<file path="src/ckr_pkg.sv">
package ckr_pkg;
    localparam logic [5:0] CKR_ADDR_STATUS = 6'h20;
    localparam logic [5:0] CKR_ADDR_LATCH = 6'h21;
    localparam logic [5:0] CKR_ADDR_TUNING = 6'h31;
    localparam logic [5:0] CKR_ADDR_RIDCONV = 6'h36;
    localparam logic [5:0] CKR_VEND_LO = 6'h30;
    localparam logic [5:0] CKR_VEND_HI = 6'h3F;
    localparam int CKR_ST_ID_OPEN = 0;
    localparam int CKR_ST_DATA_DET = 1;
    localparam int CKR_ST_DP_ACC = 2;
    localparam int CKR_ST_CODE_LO = 3;
    localparam int CKR_ST_CONV_DONE = 6;
    localparam int CKR_LT_ID_OPEN = 0;
    localparam int CKR_LT_DATA_DET = 1;
    localparam int CKR_LT_CONV = 3;
    localparam int CKR_LT_RSV_LO = 4;
    localparam int CKR_TN_SQUELCH_LO = 0;
    localparam int CKR_TN_BOOST_LO = 4;
    localparam logic [7:0] CKR_TUNING_WMASK = 8'h73;
    localparam logic [7:0] CKR_RESET_BYTE = 8'h00;
    localparam logic [2:0] CKR_CODE_ZERO = 3'h0;
    localparam logic [2:0] CKR_CODE_75 = 3'h1;
    localparam logic [2:0] CKR_CODE_102K = 3'h2;
    localparam logic [2:0] CKR_CODE_200K = 3'h3;
    localparam logic [2:0] CKR_CODE_FLOAT = 3'h5;
    localparam logic [2:0] CKR_CODE_ERROR = 3'h7;
    localparam int CKR_CONV_TIME_US = 282;
    localparam int CKR_CLK_MHZ = 250;
    localparam int CKR_CONV_CYCLES = CKR_CONV_TIME_US * CKR_CLK_MHZ;
endpackage

</file>
<file path="src/ckr_sync.sv">
`timescale 1ns/1ps
module ckr_sync #(
    parameter int W = 1
) (
    input wire logic clk_sys,
    input wire logic rst_n,
    input wire logic [W-1:0] d,
    output logic [W-1:0] q
);
    logic [W-1:0] s1_reg, s2_reg, s3_reg, q_reg;
    logic [W-1:0] q_next;

    // A change counts once the second and third stages agree
    always_comb begin
        q_next = q_reg;
        if (s2_reg == s3_reg) begin
            q_next = s3_reg;
        end
    end

    always_ff @(posedge clk_sys or negedge rst_n) begin
        if (!rst_n) begin
            s1_reg <= '0;
            s2_reg <= '0;
            s3_reg <= '0;
            q_reg <= '0;
        end else begin
            s1_reg <= d;
            s2_reg <= s1_reg;
            s3_reg <= s2_reg;
            q_reg <= q_next;
        end
    end

    assign q = q_reg;
endmodule

</file>
<file path="src/ckr_regs.sv">
`timescale 1ns/1ps
module ckr_regs #(
    parameter int CONV_CYCLES = ckr_pkg::CKR_CONV_CYCLES
) (
    input wire logic clk_sys,
    input wire logic rst_n,
    input wire logic reg_wr,
    input wire logic reg_rd,
    input wire logic [5:0] reg_addr,
    input wire logic [7:0] reg_wdata,
    output logic [7:0] reg_rdata,
    output logic vendor_hit,
    input wire logic id_open_pin,
    input wire logic data_detect_pin,
    input wire logic [2:0] id_resistor_pin,
    input wire logic conv_start,
    input wire logic id_open_rise_en,
    input wire logic id_open_fall_en,
    input wire logic data_detect_irq_en,
    input wire logic id_conv_irq_en_ctrl,
    input wire logic id_conv_irq_en_vend,
    output logic alt_int,
    output logic conv_busy,
    output logic [1:0] squelch_sensitivity,
    output logic [2:0] hs_drive_boost
);
    import ckr_pkg::*;

    logic id_open_flag, data_detect_compare;
    logic [2:0] res_pin_s;
    logic id_open_prev_reg, id_open_prev_next;
    logic data_det_prev_reg, data_det_prev_next;
    logic id_conv_finished_reg, id_conv_finished_next;
    logic [2:0] id_resistor_code_reg, id_resistor_code_next;
    logic [31:0] conv_cnt_reg, conv_cnt_next;
    logic busy_reg, busy_next;
    logic id_open_event_reg, id_open_event_next;
    logic data_detect_event_reg, data_detect_event_next;
    logic id_conv_event_reg, id_conv_event_next;
    logic [7:0] tuning_reg, tuning_next;
    logic [7:0] rdata_reg, rdata_next;
    logic vendor_hit_reg, vendor_hit_next;
    logic ev_id, ev_dd, ev_conv, conv_done_now, rd_latch, id_conv_irq_en;

    ckr_sync #(.W(5)) u_sync (
        .clk_sys(clk_sys),
        .rst_n(rst_n),
        .d({id_open_pin, data_detect_pin, id_resistor_pin}),
        .q({id_open_flag, data_detect_compare, res_pin_s})
    );

    assign id_conv_irq_en = id_conv_irq_en_ctrl | id_conv_irq_en_vend;
    assign conv_done_now = busy_reg && (conv_cnt_reg == 32'(CONV_CYCLES - 1));
    assign ev_id = (id_open_flag && !id_open_prev_reg && id_open_rise_en)
                || (!id_open_flag && id_open_prev_reg && id_open_fall_en);
    assign ev_dd = (data_detect_compare != data_det_prev_reg) && data_detect_irq_en;
    assign ev_conv = conv_done_now && !id_conv_finished_reg && id_conv_irq_en;
    assign rd_latch = reg_rd && (reg_addr == CKR_ADDR_LATCH);

    always_comb begin
        id_open_prev_next = id_open_flag;
        data_det_prev_next = data_detect_compare;
        busy_next = busy_reg;
        conv_cnt_next = conv_cnt_reg;
        id_resistor_code_next = id_resistor_code_reg;
        id_conv_finished_next = id_conv_finished_reg;
        if (!busy_reg && conv_start) begin
            busy_next = 1'b1;
            conv_cnt_next = '0;
        end else if (busy_reg) begin
            conv_cnt_next = conv_cnt_reg + 32'h0000_0001;
            if (conv_done_now) begin
                busy_next = 1'b0;
                id_resistor_code_next = res_pin_s;
            end
        end
        // Only the vendor conversion register read clears the flag; set wins
        if (reg_rd && reg_addr == CKR_ADDR_RIDCONV) begin
            id_conv_finished_next = 1'b0;
        end
        if (conv_done_now) begin
            id_conv_finished_next = 1'b1;
        end
        // Clear on read, a same-cycle event stays set
        id_open_event_next = (id_open_event_reg && !rd_latch) || ev_id;
        data_detect_event_next = (data_detect_event_reg && !rd_latch) || ev_dd;
        id_conv_event_next = (id_conv_event_reg && !rd_latch) || ev_conv;
        tuning_next = tuning_reg;
        if (reg_wr && reg_addr == CKR_ADDR_TUNING) begin
            tuning_next = reg_wdata & CKR_TUNING_WMASK;
        end
        // Writes to the status and latch addresses change nothing
        rdata_next = rdata_reg;
        if (reg_rd) begin
            if (reg_addr == CKR_ADDR_STATUS) begin
                rdata_next = CKR_RESET_BYTE;
                rdata_next[CKR_ST_ID_OPEN] = id_open_flag;
                rdata_next[CKR_ST_DATA_DET] = data_detect_compare;
                rdata_next[CKR_ST_DP_ACC] = 1'b0;
                rdata_next[CKR_ST_CODE_LO +: 3] = id_resistor_code_reg;
                rdata_next[CKR_ST_CONV_DONE] = id_conv_finished_reg;
            end else if (reg_addr == CKR_ADDR_LATCH) begin
                rdata_next = CKR_RESET_BYTE;
                rdata_next[CKR_LT_ID_OPEN] = id_open_event_reg;
                rdata_next[CKR_LT_DATA_DET] = data_detect_event_reg;
                rdata_next[CKR_LT_CONV] = id_conv_event_reg;
            end else if (reg_addr == CKR_ADDR_TUNING) begin
                rdata_next = tuning_reg & CKR_TUNING_WMASK;
            end else begin
                rdata_next = CKR_RESET_BYTE;
            end
        end
        vendor_hit_next = (reg_rd || reg_wr)
                       && reg_addr >= CKR_VEND_LO && reg_addr <= CKR_VEND_HI;
    end

    always_ff @(posedge clk_sys or negedge rst_n) begin
        if (!rst_n) begin
            id_open_prev_reg <= 1'b0;
            data_det_prev_reg <= 1'b0;
            busy_reg <= 1'b0;
            conv_cnt_reg <= '0;
            id_resistor_code_reg <= CKR_CODE_ZERO;
            id_conv_finished_reg <= 1'b0;
            id_open_event_reg <= 1'b0;
            data_detect_event_reg <= 1'b0;
            id_conv_event_reg <= 1'b0;
            tuning_reg <= CKR_RESET_BYTE;
            rdata_reg <= CKR_RESET_BYTE;
            vendor_hit_reg <= 1'b0;
        end else begin
            id_open_prev_reg <= id_open_prev_next;
            data_det_prev_reg <= data_det_prev_next;
            busy_reg <= busy_next;
            conv_cnt_reg <= conv_cnt_next;
            id_resistor_code_reg <= id_resistor_code_next;
            id_conv_finished_reg <= id_conv_finished_next;
            id_open_event_reg <= id_open_event_next;
            data_detect_event_reg <= data_detect_event_next;
            id_conv_event_reg <= id_conv_event_next;
            tuning_reg <= tuning_next;
            rdata_reg <= rdata_next;
            vendor_hit_reg <= vendor_hit_next;
        end
    end

    assign reg_rdata = rdata_reg;
    assign vendor_hit = vendor_hit_reg;
    assign alt_int = id_open_event_reg | data_detect_event_reg | id_conv_event_reg;
    assign conv_busy = busy_reg;
    assign squelch_sensitivity = tuning_reg[CKR_TN_SQUELCH_LO +: 2];
    assign hs_drive_boost = tuning_reg[CKR_TN_BOOST_LO +: 3];

    property p_latch_clear;
        @(posedge clk_sys) disable iff (!rst_n)
        (rd_latch && !ev_id && !ev_dd && !ev_conv) |=> !alt_int;
    endproperty
    a_latch_clear: assert property (p_latch_clear) else $error("latch not cleared");

    property p_event_kept;
        @(posedge clk_sys) disable iff (!rst_n)
        (rd_latch && ev_dd) |=> data_detect_event_reg;
    endproperty
    a_event_kept: assert property (p_event_kept) else $error("event lost");

    property p_status_ro;
        @(posedge clk_sys) disable iff (!rst_n)
        (reg_wr && reg_addr == CKR_ADDR_STATUS && !reg_rd) |=> $stable(rdata_reg);
    endproperty
    a_status_ro: assert property (p_status_ro) else $error("status write");

    property p_done_kept;
        @(posedge clk_sys) disable iff (!rst_n)
        (id_conv_finished_reg && !(reg_rd && reg_addr == CKR_ADDR_RIDCONV))
        |=> id_conv_finished_reg;
    endproperty
    a_done_kept: assert property (p_done_kept) else $error("flag cleared");

    property p_done_set;
        @(posedge clk_sys) disable iff (!rst_n)
        conv_done_now |=> id_conv_finished_reg && !busy_reg;
    endproperty
    a_done_set: assert property (p_done_set) else $error("flag not set");

    property p_dd_event;
        @(posedge clk_sys) disable iff (!rst_n)
        ($changed(data_detect_compare) && data_detect_irq_en) |-> ##[0:1] alt_int;
    endproperty
    a_dd_event: assert property (p_dd_event) else $error("no dd event");

    property p_tuning_rsv;
        @(posedge clk_sys) disable iff (!rst_n)
        (tuning_reg & ~CKR_TUNING_WMASK) == CKR_RESET_BYTE;
    endproperty
    a_tuning_rsv: assert property (p_tuning_rsv) else $error("reserved set");

    property p_latch_rsv;
        @(posedge clk_sys) disable iff (!rst_n)
        $past(rd_latch) |-> rdata_reg[CKR_LT_RSV_LO +: 4] == 4'h0 && !rdata_reg[CKR_ST_DP_ACC];
    endproperty
    a_latch_rsv: assert property (p_latch_rsv) else $error("latch rsv");

    property p_tuning_wr;
        @(posedge clk_sys) disable iff (!rst_n)
        (reg_wr && reg_addr == CKR_ADDR_TUNING)
        |=> hs_drive_boost == $past(reg_wdata[CKR_TN_BOOST_LO +: 3]);
    endproperty
    a_tuning_wr: assert property (p_tuning_wr) else $error("boost wrong");
endmodule

</file>
<file path="config.mk">
export PLATFORM = sky130hd
export DESIGN_NAME = ckr_regs
export DESIGN_NICKNAME = d
export VERILOG_FILES = /design/src/ckr_pkg.sv /design/src/ckr_sync.sv /design/src/ckr_regs.sv
export SDC_FILE = /design/constraint.sdc
export NUM_CORES = 1
export LEC_CHECK = 0
export BUFFER_PORTS_ARGS = -buffer_cell sky130_fd_sc_hd__buf_2
export CAP_MARGIN = 0
export CELL_PAD_IN_SITES_DETAIL_PLACEMENT = 1
export CELL_PAD_IN_SITES_GLOBAL_PLACEMENT = 2
export CORE_ASPECT_RATIO = 1.1
export CORE_MARGIN = 2
export CORE_UTILIZATION = 40
export DETAILED_ROUTE_END_ITERATION = 16
export HOLD_SLACK_MARGIN = 0.03
export PLACE_DENSITY = 0.93
export SLEW_MARGIN = 20
export SYNTH_ARGS = -nofsm -noshare
export SYNTH_HDL_FRONTEND = slang
export SYNTH_SLANG_ARGS = --single-unit
</file>
<file path="constraint.sdc">
create_clock -name clk_sys -period 3.3 [get_ports clk_sys]
set_clock_uncertainty 0.05 [all_clocks]
set_input_delay 0.33 -clock clk_sys [delete_from_list [all_inputs] [get_ports clk_sys]]
set_output_delay 0.33 -clock clk_sys [all_outputs]
set_load 0.05 [all_outputs]
</file>
* Yosys cells after proc, flatten, opt, wreduce, memory -nomap -nowiden
Cells that the tools add are included.
Cells by class: add/subtract/negate cells 1, $lt $le $gt $ge 2, equality and inequality tests 7, muxes and demuxes 10, bitwise gates (word level) 4, reductions and logical operators 30
Operators with widths (number):
- two-way mux 32 bit | 2
- adder 32 x 1 -> 32 bit, second input constant | 1
- == test 32 x 17 -> 1 bit, second input constant | 1
- == test 6 bit, second input constant | 4
- two-way mux 7 bit | 3
- logical AND 1 bit | 17
- >= comparator 6 bit, second input constant | 1
- less-or-equal comparator 6 bit, second input constant | 1
- == test 5 bit | 1
- logical NOT 1 bit | 5
- logical OR 1 bit | 5
- two-way mux 1 bit | 5
- nonzero test 2 bit | 2
- bitwise OR 1 bit | 3
- AND reduction 3 bit | 1
- inequality test 1 bit | 1
- NOT 1 bit | 1
Storage, ports and cells: register bits after elaboration 76, bits of input ports 29, output and inout port bits 16, word-level logic and storage cells 70

* Logic depth before layout (Yosys ltp)
depth in word-level cells 5, mapped depth 6, depth with buffers taken out 5

* Hierarchy
A second synthesis with hierarchy kept.
Second synthesis, totals: cells, all modules 281, area total of the unflattened synthesis 3300.7 µm²
Modules (own cells, without submodules):
- ckr_regs | times used 1, cells an instance 246, area each 2646.3 µm², seq. area each 1351.3 µm²
- ckr_sync | times used 1, cells an instance 35, area each 654.4 µm², seq. area each 500.5 µm²

* Worst setup path before layout
No wires, ideal clock.
path kind reg2reg, start register conv_cnt_reg[0], end register id_resistor_code_reg[0], library setup time 125 ps, arrival 1971 ps, data required time 3125 ps, slack 1154 ps, cell stages (with the launch flop) 7, path buffers 1, period minus slack after synthesis 2146 ps, cells stage by stage dfrtp_1 > ha_1 > clkbuf_1 > nor4b_1 > nand4_1 > nor4_4 > mux2_2
On the way: longest elaborated chain between the ends 3
Ends and longest elaborated chain:
- from (decl) | RTL line ckr_regs.sv:35 | logic [31:0] conv_cnt_reg, conv_cnt_next;
- from (signal assigned) | RTL line ckr_regs.sv:135 | conv_cnt_reg <= conv_cnt_next;
- == test 32 x 17 -> 1 bit | RTL line ckr_regs.sv:53 | assign conv_done_now = busy_reg && (conv_cnt_reg == 32'(CONV_CYCLES - 1));
- logical AND 1 bit | RTL line ckr_regs.sv:53
- AND reduction 3 bit (no line)
- to (signal assigned) | RTL line ckr_regs.sv:136 | id_resistor_code_reg <= id_resistor_code_next;
- to (decl) | RTL line ckr_regs.sv:34 | logic [2:0] id_resistor_code_reg, id_resistor_code_next;
No other way between the ends. A chain may end at the register's enable or synchronous reset.

* Worst setup path after layout
start register conv_cnt_reg[0], end register id_resistor_code_reg[1]
The elaborated chain is that of the path after synthesis.

==> impl_metrics.ini <==
[layout]
area_growth_pct = 16.6
seq_area_um2 = 1850
multi_input_area_um2 = 1410
largest_reg_flops = 32
diodes = 0
fillers = 922
layout-drive-gt1-share = 0.206
nets = 375

[floorplanning]
die_w_um = 90.8
die_y_um = 99.5
rows = 34
dieArea_um2 = 9040
num_io_pins = 45
start_util = 0.415
core_area_um2 = 8000

[sta]
setup_viol = 0
period_share = 0.713
final_max_slew_viol_count = 0
rsz0062_at_grt = false
fin_ws_ns = 0.946
finalSetupTns_ns = 0
worst_slew_pin_slew_ns = 0.924
hold_viol_final = 0
fmax_mhz = 425
fin_crit_ns = 2.35
slew_headroom = 0.384

[clock_tree]
root_buffer = clkbuf_8
insertion_delay_ns = 0.34
cts_buffer_depth = 2
clock-sinks = 74
cts_setup_buffers = 0
cts-buffers-inserted = 9
clk_pin_slew_worst_paths_ns = 0.08
h-tree-depth = 3
cts_tree = yes

[global_route]
antenna_found_initial = 0
grt_pass1_vias = 2614
track_usage = 0.180
grt_max_degree = 75
grt_pass1_wl_mm = 13.1
overflow = 0

[detailed_routing]
remaining_drc_errors = 0
first_iter_violations = 69
antenna_left = 0
via_per_inst = 5.59
totalWireLength_mm = 7.59
num_vias = 2561
dr.pass1.iters = 4
route.detailed.wl_per_inst_um = 16.6

[synthesis]
netlist_area_um2 = 3320
ys_types = 42
synth_edf_count = 0
synth-seq-cells = 74
synth_flop_cell = dfrtp_1
synth_cells = 301
synth.avg_cell_area_um2 = 11.0
yosysWarnings = 0
synth_async_sr_flop_share = 1.00
ys_seq_area_frac = 0.558

[pwr]
power.density_nw_per_um2 = 600
ir_drop_mv = 0.234
p_leak_nw = 1.83

[setup_path]
end_kind = flip-flop
crit_start = conv_cnt_reg[0]
path_max_fanout = 9
crit_required_ns = 3.48
max_stage_delay_ns = 0.48
reg2reg_from = conv_cnt_reg[0]
path_delay_family = simple AND/OR/NAND/NOR gates
start_kind = flip-flop
critical_path_arrival_ns = 2.53
crit_chain = ha_1, nor4b_1, nand4_1, nor4_4, mux2_2
worst_path_max_delay_cell = dfrtp_1
critPathKind = flip-flop to flip-flop
cp.buffers_inverters = 0

[place]
io_buffers = 39
hpwl_mm = 5.13
pre_cts_ws_ns = 0.938
gp_congestion = 0.823

[worst_hold_path]
holdCritStartpoint = id_resistor_pin[2]
hold_class = input port to flip-flop

[flow_run]
drv_cap = 0

[outcome]
status = complete, no violations
==> layer usage <==
metal  track usage  wire length [µm]  share of wire
met5             0                 0              0
met4        0.0699                90          0.012
met3        0.0379               297          0.039
met2         0.291              3750           0.49
met1         0.241              3460           0.46
==> cells by family (layout without fill, tap and decap cells) <==
kind of cell | count (synthesis) | in the layout | share of synthesized area
simple gates | 130 | 130 | 0.211
flops | 74 | 74 | 0.558
compound gates | 40 | 40 | 0.0837
mux | 34 | 34 | 0.107
buf+inv | 15 | 63 | 0.0192
xor+xnor | 6 | 6 | 0.0158
fa+ha+maj | 1 | 1 | 0.00377
other cells | 1 | 2 | 0.00113
==> stage by stage <==
step | util | instances | total power, mW | instance area, µm² | hold slack [ns]
6_report | 0.484 | 458 | 2.32 | 3870 | 0.0508
5_1_grt | 0.484 | 458 | 2.45 | 3870 | 0.0347
4_1_cts | 0.482 | 457 | 2.34 | 3860 | 0.0334
3_5_place_dp | 0.451 | 438 | 1.55 | 3610 | 0.286
3_3_place_gp | 0.451 | 438 | 1.53 | 3610 | 0.283
2_1_floorplan | - | 302 | 1.42 | 3320 | -0.0156
==> worst paths after layout <==
kind	to	slack [ns]	cells after the start
worst max register to register	id_resistor_code_reg[1]	0.95	5
worst min register to register	u_sync.s2_reg[3]	0.30	0
min in group asynchronous	conv_cnt_reg[24]	0.06	1
worst max-delay path	id_resistor_code_reg[1]	0.95	5
worst min-delay path	u_sync.s1_reg[2]	0.05	1
max in group asynchronous	u_sync.s2_reg[1]	2.52	1
==> Yosys cell counts, types with 2 or more instances <==
cell type / n / area (µm²)
a221oi_1: 3 / 26.3
a22o_1: 4 / 35.0
a22oi_1: 2 / 15.0
a31oi_1: 4 / 25.0
and2_1: 4 / 25.0
and3_1: 8 / 50.1
and4_1: 4 / 35.0
buf_4: 2 / 15.0
clkbuf_1: 10 / 37.5
clkinv_1: 2 / 7.51
dfrtp_1: 74 / 1850
mux2_2: 13 / 146
mux2i_1: 21 / 210
nand2_1: 37 / 139
nand2b_1: 2 / 12.5
nand3_1: 13 / 65.1
nand3b_1: 2 / 15.0
nand4_1: 22 / 138
nor2_1: 19 / 71.3
nor3_1: 4 / 20.0
nor4_1: 5 / 31.3
nor4b_1: 2 / 17.5
o211ai_1: 2 / 15.0
o21ai_0: 13 / 65.1
o31a_1: 2 / 17.5
o31ai_1: 7 / 52.6
xnor2_1: 2 / 17.5
xor2_1: 4 / 35.0
==> cell type report <==
| type | count | area share |
|---|---|---|
| Tap cell | 108 | 0.0349 |
| Clock inverter | 6 | 0.0233 |
| Inverter | 3 | 0.00291 |
| Clock buffer | 10 | 0.0330 |
| Sequential cell | 74 | 0.479 |
| Timing Repair Buffer | 44 | 0.0634 |
| Multi-Input combinational cell | 213 | 0.364 |
==> where the power goes <==
part           total (mW)  switching [mW]  internal [mW]
clock               0.772           0.343          0.429
combinational       0.337           0.202          0.136
sequential           1.21           0.168           1.04
==> placed cells by master, fill, tap and decap left out, drive strengths merged, types with 7 or more instances in the layout <==
master	Yosys	routed
buf	2	40
nand3	13	13
clkbuf	10	10
dfrtp	74	74
nand4	22	22
nand2	37	37
mux2i	21	21
nor2	19	19
o21ai	13	13
o31ai	7	7
and3	8	8
mux2	13	13
==> what timing repair did <==
action,CTS,global route
endpoints found under the hold margin,3,1
gates resized for setup,0,0
hold buffers,3,1
(Power assumes the default switching activity.)
